## src/rtl/ds3_perf_consts.vh

```
// Offsets, fields, reset values and timing counts for the performance block
`ifndef DS3_PERF_CONSTS_VH
`define DS3_PERF_CONSTS_VH

// ----------------------------------------------------------------
// Register offsets
// ----------------------------------------------------------------
`define OFF_MODE_CTRL 8'h02
`define OFF_DS2_FRAME_LOSS 8'h03
`define OFF_FAR_END_CNT 8'h04
`define OFF_CBIT_FRAME_CNT 8'h05
`define OFF_PBIT_CNT 8'h06

// ----------------------------------------------------------------
// Fields and reset values
// ----------------------------------------------------------------
`define BIT_FORMAT_SELECT 0
`define RST_FORMAT_SELECT 1'b0
`define RST_COUNT 8'h00
`define COUNT_MAX 8'hff

// ----------------------------------------------------------------
// DS2 framing
// ----------------------------------------------------------------
`define DS2_FBIT_SPACING 49
`define DS2_HUNT_WIDTH 12
`define DS2_HUNT_PASSES 2'd3
`define DS2_CONFIRM_FBITS 24

`endif

```

## src/rtl/ds3_perf_counters.v

```verilog
// DS3 receive performance counters and DS2 frame-loss monitor
`timescale 1ns/1ps
`include "ds3_perf_consts.vh"
// How it works
// - Status bits 6..0 show frame loss for DS2 tributaries 7..1.
// - Two errored framing bits among four consecutive declare frame loss.
// - Frame loss with AIS select 00 or 01 forces AIS on four DS1s.
// - Hunt finds alternating pattern: bit 49 positions later is opposite.
// - Hunt tracks twelve candidate bit positions at once.
// - After pattern found, 24 more framing bits confirm before alarm clears.
// - C-bit mode: count frames where C10, C11 or C12 is zero.
// - First counter sticks at 255 until read.
// - M13 mode: first counter counts F and M bit errors, freezes in OOF.
// - C-bit mode: second counter counts C-bit parity errors.
// - M13 mode: second counter counts received DS3 frames.
// - Third counter counts P-bit parity errors in both modes.
// - Event during read is held and applied after the read clears.
// - Only one held event per counter; extra ones are dropped.
// - All counters stop during DS3 loss of signal or out of frame.
// - Reading a counter clears it; each read consumes the count.
// - Format select one means M13 mode, zero means C-bit parity.
module ds3_perf_counters #(
    parameter FBIT_SPACING = `DS2_FBIT_SPACING,
    parameter CONFIRM_FBITS = `DS2_CONFIRM_FBITS
) (
    input wire clk_sys,
    input wire rst_b,
    input wire ce,
    input wire [7:0] addr,
    input wire rd_en,
    input wire wr_en,
    input wire [7:0] wdata,
    output reg [7:0] rdata,
    input wire [6:0] ds2_bit,
    input wire [6:0] ds2_bit_en,
    input wire tributary_ais_select_hi,
    input wire tributary_ais_select_lo,
    input wire ds3_frame_strobe,
    input wire c10_bit,
    input wire c11_bit,
    input wire c12_bit,
    input wire fm_bit_error,
    input wire cbit_parity_error,
    input wire pbit_parity_error,
    input wire ds3_los,
    input wire ds3_oof,
    output reg [6:0] ds2_frame_loss_flag,
    output reg [27:0] ds1_ais_insert,
    output reg ds3_format_select
);

    localparam [1:0] ST_IN_FRAME = 2'd0;
    localparam [1:0] ST_HUNT = 2'd1;
    localparam [1:0] ST_CONFIRM = 2'd2;
    // Integer forms first, then cut to the counter widths on purpose
    localparam integer LAST_PH_I = FBIT_SPACING - 1;
    localparam integer SPACING_I = FBIT_SPACING;
    localparam integer HUNT_W_I = `DS2_HUNT_WIDTH;
    localparam integer BASE_WRAP_I = FBIT_SPACING - `DS2_HUNT_WIDTH;
    localparam integer CONF_LAST_I = CONFIRM_FBITS - 1;
    localparam [5:0] LAST_PH = LAST_PH_I[5:0];
    localparam [5:0] SPACING = SPACING_I[5:0];
    localparam [5:0] HUNT_W = HUNT_W_I[5:0];
    localparam [5:0] BASE_WRAP = BASE_WRAP_I[5:0];
    localparam [4:0] CONF_LAST = CONF_LAST_I[4:0];

    // ------------------------------------------------------------
    // Reset release
    // ------------------------------------------------------------
    reg rst_meta_b_r;
    reg rst_sync_b_r;

    // Async assert, two-stage release
    always @(posedge clk_sys or negedge rst_b) begin
        if (!rst_b) begin
            rst_meta_b_r <= 1'b0;
            rst_sync_b_r <= 1'b0;
        end else begin
            rst_meta_b_r <= 1'b1;
            rst_sync_b_r <= rst_meta_b_r;
        end
    end

    // Two or more ones among four history bits
    function two_of_four;
        input [3:0] h;
        begin
            two_of_four = (h[0] & h[1]) | (h[0] & h[2]) | (h[0] & h[3])
                | (h[1] & h[2]) | (h[1] & h[3]) | (h[2] & h[3]);
        end
    endfunction

    // Saturating increment, never wraps to zero
    function [7:0] sat_inc;
        input [7:0] v;
        begin
            sat_inc = (v == `COUNT_MAX) ? v : v + 8'h01;
        end
    endfunction

    // ------------------------------------------------------------
    // DS2 framers, one per tributary
    // ------------------------------------------------------------
    wire [6:0] oof_w;

    genvar k;
    generate
        for (k = 0; k < 7; k = k + 1) begin : g_ds2
            reg [1:0] st_r;
            reg [5:0] ph_r;
            reg [48:0] hist_r;
            reg [3:0] errh_r;
            reg exp_r;
            reg [5:0] base_r;
            reg [1:0] pass_r;
            reg [23:0] cand_r;
            reg [4:0] conf_r;
            reg oof_r;
            wire b = ds2_bit[k];
            wire [5:0] off = (ph_r >= base_r) ? ph_r - base_r
                : ph_r + SPACING - base_r;
            wire alt = b ^ hist_r[FBIT_SPACING-1];
            wire [1:0] cnt = cand_r[off*2 +: 2];
            wire ferr = b ^ exp_r;
            assign oof_w[k] = oof_r;

            // Bit-serial framer; idle between bit strobes
            always @(posedge clk_sys or negedge rst_sync_b_r) begin
                if (!rst_sync_b_r) begin
                    st_r <= ST_HUNT;
                    ph_r <= 6'h00;
                    hist_r <= 49'h0;
                    errh_r <= 4'h0;
                    exp_r <= 1'b0;
                    base_r <= 6'h00;
                    pass_r <= 2'h0;
                    cand_r <= 24'h0;
                    conf_r <= 5'h00;
                    oof_r <= 1'b1;
                end else if (ce && ds2_bit_en[k]) begin
                    hist_r <= {hist_r[47:0], b};
                    ph_r <= (ph_r == LAST_PH) ? 6'h00 : ph_r + 6'h01;
                    case (st_r)
                        ST_IN_FRAME: begin
                            if (ph_r == 6'h00) begin
                                exp_r <= ~exp_r;
                                errh_r <= {errh_r[2:0], ferr};
                                if (two_of_four({errh_r[2:0], ferr})) begin
                                    st_r <= ST_HUNT;
                                    oof_r <= 1'b1;
                                    cand_r <= 24'h0;
                                    pass_r <= 2'h0;
                                end
                            end
                        end
                        ST_HUNT: begin
                            // Twelve phases share one pass of the stream
                            if (off < HUNT_W) begin
                                if (alt && cnt == 2'd2) begin
                                    st_r <= ST_CONFIRM;
                                    ph_r <= 6'h01;
                                    exp_r <= ~b;
                                    conf_r <= 5'h00;
                                end else if (alt) begin
                                    cand_r[off*2 +: 2] <= cnt + 2'd1;
                                end else begin
                                    cand_r[off*2 +: 2] <= 2'd0;
                                end
                            end
                            // Give up on this window after a few frames
                            if (ph_r == LAST_PH) begin
                                pass_r <= pass_r + 2'h1;
                                if (pass_r == `DS2_HUNT_PASSES) begin
                                    cand_r <= 24'h0;
                                    base_r <= (base_r >= BASE_WRAP)
                                        ? base_r - BASE_WRAP : base_r + HUNT_W;
                                end
                            end
                        end
                        ST_CONFIRM: begin
                            if (ph_r == 6'h00) begin
                                exp_r <= ~exp_r;
                                if (ferr) begin
                                    st_r <= ST_HUNT;
                                    cand_r <= 24'h0;
                                    pass_r <= 2'h0;
                                end else if (conf_r == CONF_LAST) begin
                                    st_r <= ST_IN_FRAME;
                                    oof_r <= 1'b0;
                                    errh_r <= 4'h0;
                                end else begin
                                    conf_r <= conf_r + 5'h01;
                                end
                            end
                        end
                        default: st_r <= ST_HUNT;
                    endcase
                end
            end
        end
    endgenerate

    // ------------------------------------------------------------
    // Alarm outputs and AIS insertion
    // ------------------------------------------------------------
    wire ais_enabled = ~tributary_ais_select_hi; // 00 or 01 selects AIS

    integer j;
    always @(posedge clk_sys or negedge rst_sync_b_r) begin
        if (!rst_sync_b_r) begin
            ds2_frame_loss_flag <= 7'h7f;
            ds1_ais_insert <= 28'h0;
        end else if (ce) begin
            ds2_frame_loss_flag <= oof_w;
            for (j = 0; j < 7; j = j + 1) begin
                ds1_ais_insert[j*4 +: 4] <= {4{oof_w[j] & ais_enabled}};
            end
        end
    end

    // ------------------------------------------------------------
    // Counter events
    // ------------------------------------------------------------
    wire inhibit = ds3_los | ds3_oof; // Also covers M13 freeze in OOF
    wire febe = ds3_frame_strobe & ~(c10_bit & c11_bit & c12_bit);
    wire [2:0] ev_raw;
    wire [2:0] ev;
    assign ev_raw[0] = ds3_format_select ? fm_bit_error : febe;
    assign ev_raw[1] = ds3_format_select ? ds3_frame_strobe
        : cbit_parity_error;
    assign ev_raw[2] = pbit_parity_error;
    assign ev = inhibit ? 3'b000 : ev_raw;

    // ------------------------------------------------------------
    // Host read cycle tracking
    // ------------------------------------------------------------
    reg rd_d_r;
    reg [7:0] rd_addr_r;
    wire rd_start = rd_en & ~rd_d_r;
    wire rd_end = rd_d_r & ~rd_en;

    // Address is held from the start of the cycle to its end
    always @(posedge clk_sys or negedge rst_sync_b_r) begin
        if (!rst_sync_b_r) begin
            rd_d_r <= 1'b0;
            rd_addr_r <= 8'h00;
        end else if (ce) begin
            rd_d_r <= rd_en;
            if (rd_start) begin
                rd_addr_r <= addr;
            end
        end
    end

    // ------------------------------------------------------------
    // Clear-on-read saturating counters
    // ------------------------------------------------------------
    wire [23:0] cnt_flat;

    genvar c;
    generate
        for (c = 0; c < 3; c = c + 1) begin : g_cnt
            localparam integer OFF_I = `OFF_FAR_END_CNT + c;
            localparam [7:0] OFF = OFF_I[7:0];
            reg [7:0] count_r;
            reg pend_r;
            wire busy = (rd_en | rd_d_r) &&
                ((rd_start ? addr : rd_addr_r) == OFF);
            assign cnt_flat[c*8 +: 8] = count_r;

            // Held event lands as the first count after the clear
            always @(posedge clk_sys or negedge rst_sync_b_r) begin
                if (!rst_sync_b_r) begin
                    count_r <= `RST_COUNT;
                    pend_r <= 1'b0;
                end else if (ce) begin
                    if (rd_end && rd_addr_r == OFF) begin
                        count_r <= `RST_COUNT;
                        pend_r <= pend_r | ev[c];
                    end else if (busy) begin
                        if (ev[c]) begin
                            pend_r <= 1'b1;
                        end
                    end else if (pend_r) begin
                        count_r <= sat_inc(count_r);
                        pend_r <= ev[c];
                    end else if (ev[c]) begin
                        count_r <= sat_inc(count_r);
                    end
                end
            end
        end
    endgenerate

    // ------------------------------------------------------------
    // Register writes and read data
    // ------------------------------------------------------------
    // Mode register write
    always @(posedge clk_sys or negedge rst_sync_b_r) begin
        if (!rst_sync_b_r) begin
            ds3_format_select <= `RST_FORMAT_SELECT;
        end else if (ce && wr_en && addr == `OFF_MODE_CTRL) begin
            ds3_format_select <= wdata[`BIT_FORMAT_SELECT];
        end
    end

    // Read data is captured at cycle start, before any clear
    always @(posedge clk_sys or negedge rst_sync_b_r) begin
        if (!rst_sync_b_r) begin
            rdata <= 8'h00;
        end else if (ce && rd_start) begin
            if (addr == `OFF_MODE_CTRL) begin
                rdata <= {7'h00, ds3_format_select};
            end else if (addr == `OFF_DS2_FRAME_LOSS) begin
                rdata <= {1'b0, ds2_frame_loss_flag};
            end else if (addr == `OFF_FAR_END_CNT) begin
                rdata <= cnt_flat[7:0];
            end else if (addr == `OFF_CBIT_FRAME_CNT) begin
                rdata <= cnt_flat[15:8];
            end else if (addr == `OFF_PBIT_CNT) begin
                rdata <= cnt_flat[23:16];
            end else begin
                rdata <= 8'h00;
            end
        end
    end

endmodule // ds3_perf_counters

```

## config.mk

```make
export PLATFORM = sky130hd
export DESIGN_NAME = ds3_perf_counters
export DESIGN_NICKNAME = d
export VERILOG_FILES = /design/src/rtl/ds3_perf_counters.v
export VERILOG_INCLUDE_DIRS = /design/src /design/src/rtl
export SDC_FILE = /design/constraint.sdc
export NUM_CORES = 2
export LEC_CHECK = 0
export BUFFER_PORTS_ARGS = -buffer_cell sky130_fd_sc_hd__clkbuf_2
export CAP_MARGIN = 20
export CORE_MARGIN = 5
export CORE_UTILIZATION = 55
export DETAILED_ROUTE_END_ITERATION = 8
export PLACE_DENSITY_LB_ADDON = 0.1
export SETUP_SLACK_MARGIN = 0.1
export SYNTH_ARGS = -nofsm -noshare
export SYNTH_HDL_FRONTEND = slang
export SYNTH_SLANG_ARGS = --single-unit
```

## constraint.sdc

```tcl
create_clock -name clk_sys -period 31.1 [get_ports clk_sys]
set_input_delay 1.555 -clock clk_sys [delete_from_list [all_inputs] [get_ports clk_sys]]
set_output_delay 1.555 -clock clk_sys [all_outputs]
set_load 0.1 [all_outputs]
```

==> results.sh <==
export IMPL_outcome="completed"
export IMPL_period_minus_slack_ns=5.83
export IMPL_worst_path_max_fanout=16
export IMPL_syn_num_nets=5011
export IMPL_power_per_cell_area_nw_per_um2=69.0
export IMPL_grt_ovfl_total=0
export IMPL_antenna_found_initial=3
export IMPL_drive_above_1_share_pct=9.87
export IMPL_finalClockSkew_ns=0.0387
export IMPL_drcViolationCount=0
export IMPL_rsz0062_at_grt="false"
export IMPL_crit_arrival_ns=6.40
export IMPL_syn2layout_area_growth_pct=9.30
export IMPL_async_flop_share_pct=100
export IMPL_synth_edff_count=0
export IMPL_hold_slack_ns=0.372
export IMPL_drv_cap=0
export IMPL_start_kind="flip-flop"
export IMPL_tightest_slew_ns=1.09
export IMPL_final_common_cell="nand2_1"
export IMPL_min_path_type="flip-flop to flip-flop"
export IMPL_row_count=102
export IMPL_nets=5006
export IMPL_critPathKind="flip-flop to flip-flop"
export IMPL_synth_distinct_cells=128
export IMPL_grt_pass1_wl_um=162000
export IMPL_synth_area_mux_share_pct=5.79
export IMPL_drtAntennaViolNets=0
export IMPL_finalNonFillerCells=5883
export IMPL_fp_dieH_um=290
export IMPL_diodes=0
export IMPL_dieArea_um2=84200
export IMPL_avgSynthCellArea_um2=9.03
export IMPL_vias_per_cell=5.77
export IMPL_synth_top_family_by_area="simple AND/OR/NAND/NOR gates"
export IMPL_drt_iter0_drc=2697
export IMPL_postCtsSetupBuffers=0
export IMPL_grt_start_max_net_pins=78
export IMPL_place_hpwl_um=66900
export IMPL_synth_xor_area_share_pct=3.69
export IMPL_yosysSeqAreaShare_pct=43.8
export IMPL_post_route_period_util_pct=18.7
export IMPL_cts_resized=0
export IMPL_cts_sinks=754
export IMPL_vias=33937
export IMPL_final_cell_mix="1,243 x nand2_1, 732 x dfrtp_1, 265 x o21ai_0, 247 x nor2_1, 185 x inv_1"
export IMPL_drv_slew=0
export IMPL_synth_fa_ha_area_share_pct=5.89
export IMPL_post_drt_wl_per_cell_um=16.3
export IMPL_peakVddDrop_mv=0.0745
export IMPL_clock_fmax_mhz=172
export IMPL_synth_cell_area_um2=43200
export IMPL_end_kind="flip-flop"
export IMPL_port_buffers=81
export IMPL_h_tree_depth=3
export IMPL_insertion_delay_ns=0.64
export IMPL_setup_viol=0
export IMPL_synthCells=4779
export IMPL_clk_pin_slew_ns=0.06
export IMPL_cts_tree="done"
export IMPL_core_area_um2=77600
export IMPL_die_width_um=290
export IMPL_relSlewSlack_pct=26.6
export IMPL_dp_cells=5725
export IMPL_drtPass1Iterations=6
export IMPL_ys_flop_type="dfrtp_1"
export IMPL_numCtsBuffers=84
export IMPL_hold_violations=0
export IMPL_synth_compound_area_share_pct=15.1
export IMPL_p_leak_nw=22.4
export IMPL_synth_warnings=0
export IMPL_grt_pass1_vias=32329
export IMPL_root_buffer="clkbuf_16"
export IMPL_ios=90
export IMPL_required_ns=31.67
export IMPL_drt_total_wl_um=96100
export IMPL_fin_tns_setup_ns=0
export IMPL_ctsHoldBuffers=0
export IMPL_globalplace_congestion=0.934
export IMPL_synth_seq_cells=754
export IMPL_grt_use_total_pct=22.3
export IMPL_cts_path_max_buffers=3
export IMPL_synth_simple_area_share_pct=22.0
export IMPL_initial_core_util_pct=55.6
## synthesized netlist by cell type, types with 21 or more instances
cell	count	share of area [%]
nand2_1	1248	11
dfrtp_1	733	42
o21ai_0	265	3.1
nor2_1	247	2.1
inv_1	185	1.6
ha_1	165	4.8
a21oi_1	153	1.8
clkbuf_1	137	1.2
nand3_1	120	1.4
xnor2_1	90	1.8
mux2_2	87	2.3
nor3_1	86	1.0
mux2i_1	79	1.8
xor2_1	74	1.5
nand2b_1	51	0.74
a22o_1	50	1.0
or3_1	48	0.70
o22ai_1	45	0.65
a31oi_1	43	0.62
and3_1	40	0.58
a21o_1	39	0.68
and2_1	39	0.57
nor2b_1	39	0.57
o2bb2ai_1	38	0.77
o31ai_1	35	0.61
nand4_1	33	0.48
o211ai_1	33	0.57
o21ai_1	33	0.38
a211oi_1	29	0.50
nor3b_1	25	0.43
mux4_2	24	1.3
buf_4	23	0.40
a32o_1	21	0.49
dfstp_2	21	1.3
fa_1	21	0.97
nand3b_1	21	0.37
## sequential cells by signal, indices dropped and copies added (netlist names), 3 cells and up
register,flops
ds1_ais_insert,7
ds2_frame_loss_flag,7
g_cnt.count_r,24
g_cnt.pend_r,3
g_ds2.base_r,42
g_ds2.cand_r,168
g_ds2.conf_r,35
g_ds2.errh_r,21
g_ds2.exp_r,7
g_ds2.hist_r,343
g_ds2.oof_r,7
g_ds2.pass_r,14
g_ds2.ph_r,42
g_ds2.st_r,14
rd_addr_r,8
rdata,8
## cells by family (layout without fill, tap and decap cells)
kind of cell / count (synthesis) / count (layout)
fa+ha+maj: 192 / 192
xor+xnor: 171 / 171
simple gates: 2107 / 2107
mux: 199 / 199
flops: 754 / 754
buf+inv: 390 / 454
other cells: 1 / 1
compound gates: 965 / 965
## area by class of cell
class                           count  area (µm²)
Sequential cell                   754       18900
Inverter                          188         706
Tap cell                         1040        1300
Clock buffer                      114        2410
Fill cell                        6816       30400
Timing Repair Buffer              111         657
Clock inverter                     41         533
Multi-Input combinational cell   3635       22700
## worst max-delay path: stages (launching register included)
cell	delay, ns
dfrtp_1	0.44
inv_1	0.10
ha_1	0.17
inv_1	0.05
fa_1	0.43
nand3_1	0.18
a211oi_2	0.15
nor2_4	0.43
xor2_1	0.89
mux2_2	0.34
nor2_1	0.04
a211oi_1	0.22
a21oi_1	0.07
a2111oi_0	0.56
ha_1	0.26
nand2_1	0.15
nor4b_4	0.55
nor2_1	0.23
or3_1	0.38
a21oi_1	0.15
## final timing paths
check / startpoint / slack [ns] / end / depth (start not counted)
min: rst_meta_b_r$_DFF_PN0_ / 0.37 / rst_sync_b_r$_DFF_PN0_ / 0
max: g_ds2[0].ph_r[0]$_DFFE_PN0P_ / 25.27 / g_ds2[0].conf_r[3]$_DFFE_PN0P_ / 19
max reg2reg: g_ds2[0].ph_r[0]$_DFFE_PN0P_ / 25.27 / g_ds2[0].conf_r[3]$_DFFE_PN0P_ / 19
max in group asynchronous: rst_sync_b_r$_DFF_PN0_ / 27.59 / g_ds2[2].errh_r[1]$_DFFE_PN0P_ / 3
min in group asynchronous: rst_sync_b_r$_DFF_PN0_ / 0.44 / ds1_ais_insert[24]$_DFFE_PN0P_ / 0
min reg2reg: rst_meta_b_r$_DFF_PN0_ / 0.37 / rst_sync_b_r$_DFF_PN0_ / 0
## per-layer routing
layer | up-vias | track usage, % | share of wire (%)
met2 | 715 | 33.9 | 44
met5 | - | 0 | 0.028
li1 | 16662 | - | -
met1 | 16405 | 33.9 | 50
met3 | 151 | 3.43 | 4.5
met4 | 4 | 5.36 | 2.0
## power by group
group | internal (mW) | switching, mW | total [mW] | leakage, nW
combinational | 0.370 | 0.684 | 1.05 | 10.9
clock | 0.623 | 0.416 | 1.04 | 1.44
sequential | 1.08 | 0.0876 | 1.16 | 10.1
## per-stage QoR
stage                     worst slack, ns  utilization, %  area (µm²)  power (mW)
after floorplan                      8.56               -       43200        1.99
after CTS                           25.30            60.8       47100        3.27
after detailed placement            25.27            57.0       44200        2.22
after global routing                24.96            60.8       47200        3.44
final                               25.27            60.8       47200        3.26
after global placement              25.33            57.0       44200        2.20
No activity file was read; power rests on OpenSTA's default activity.
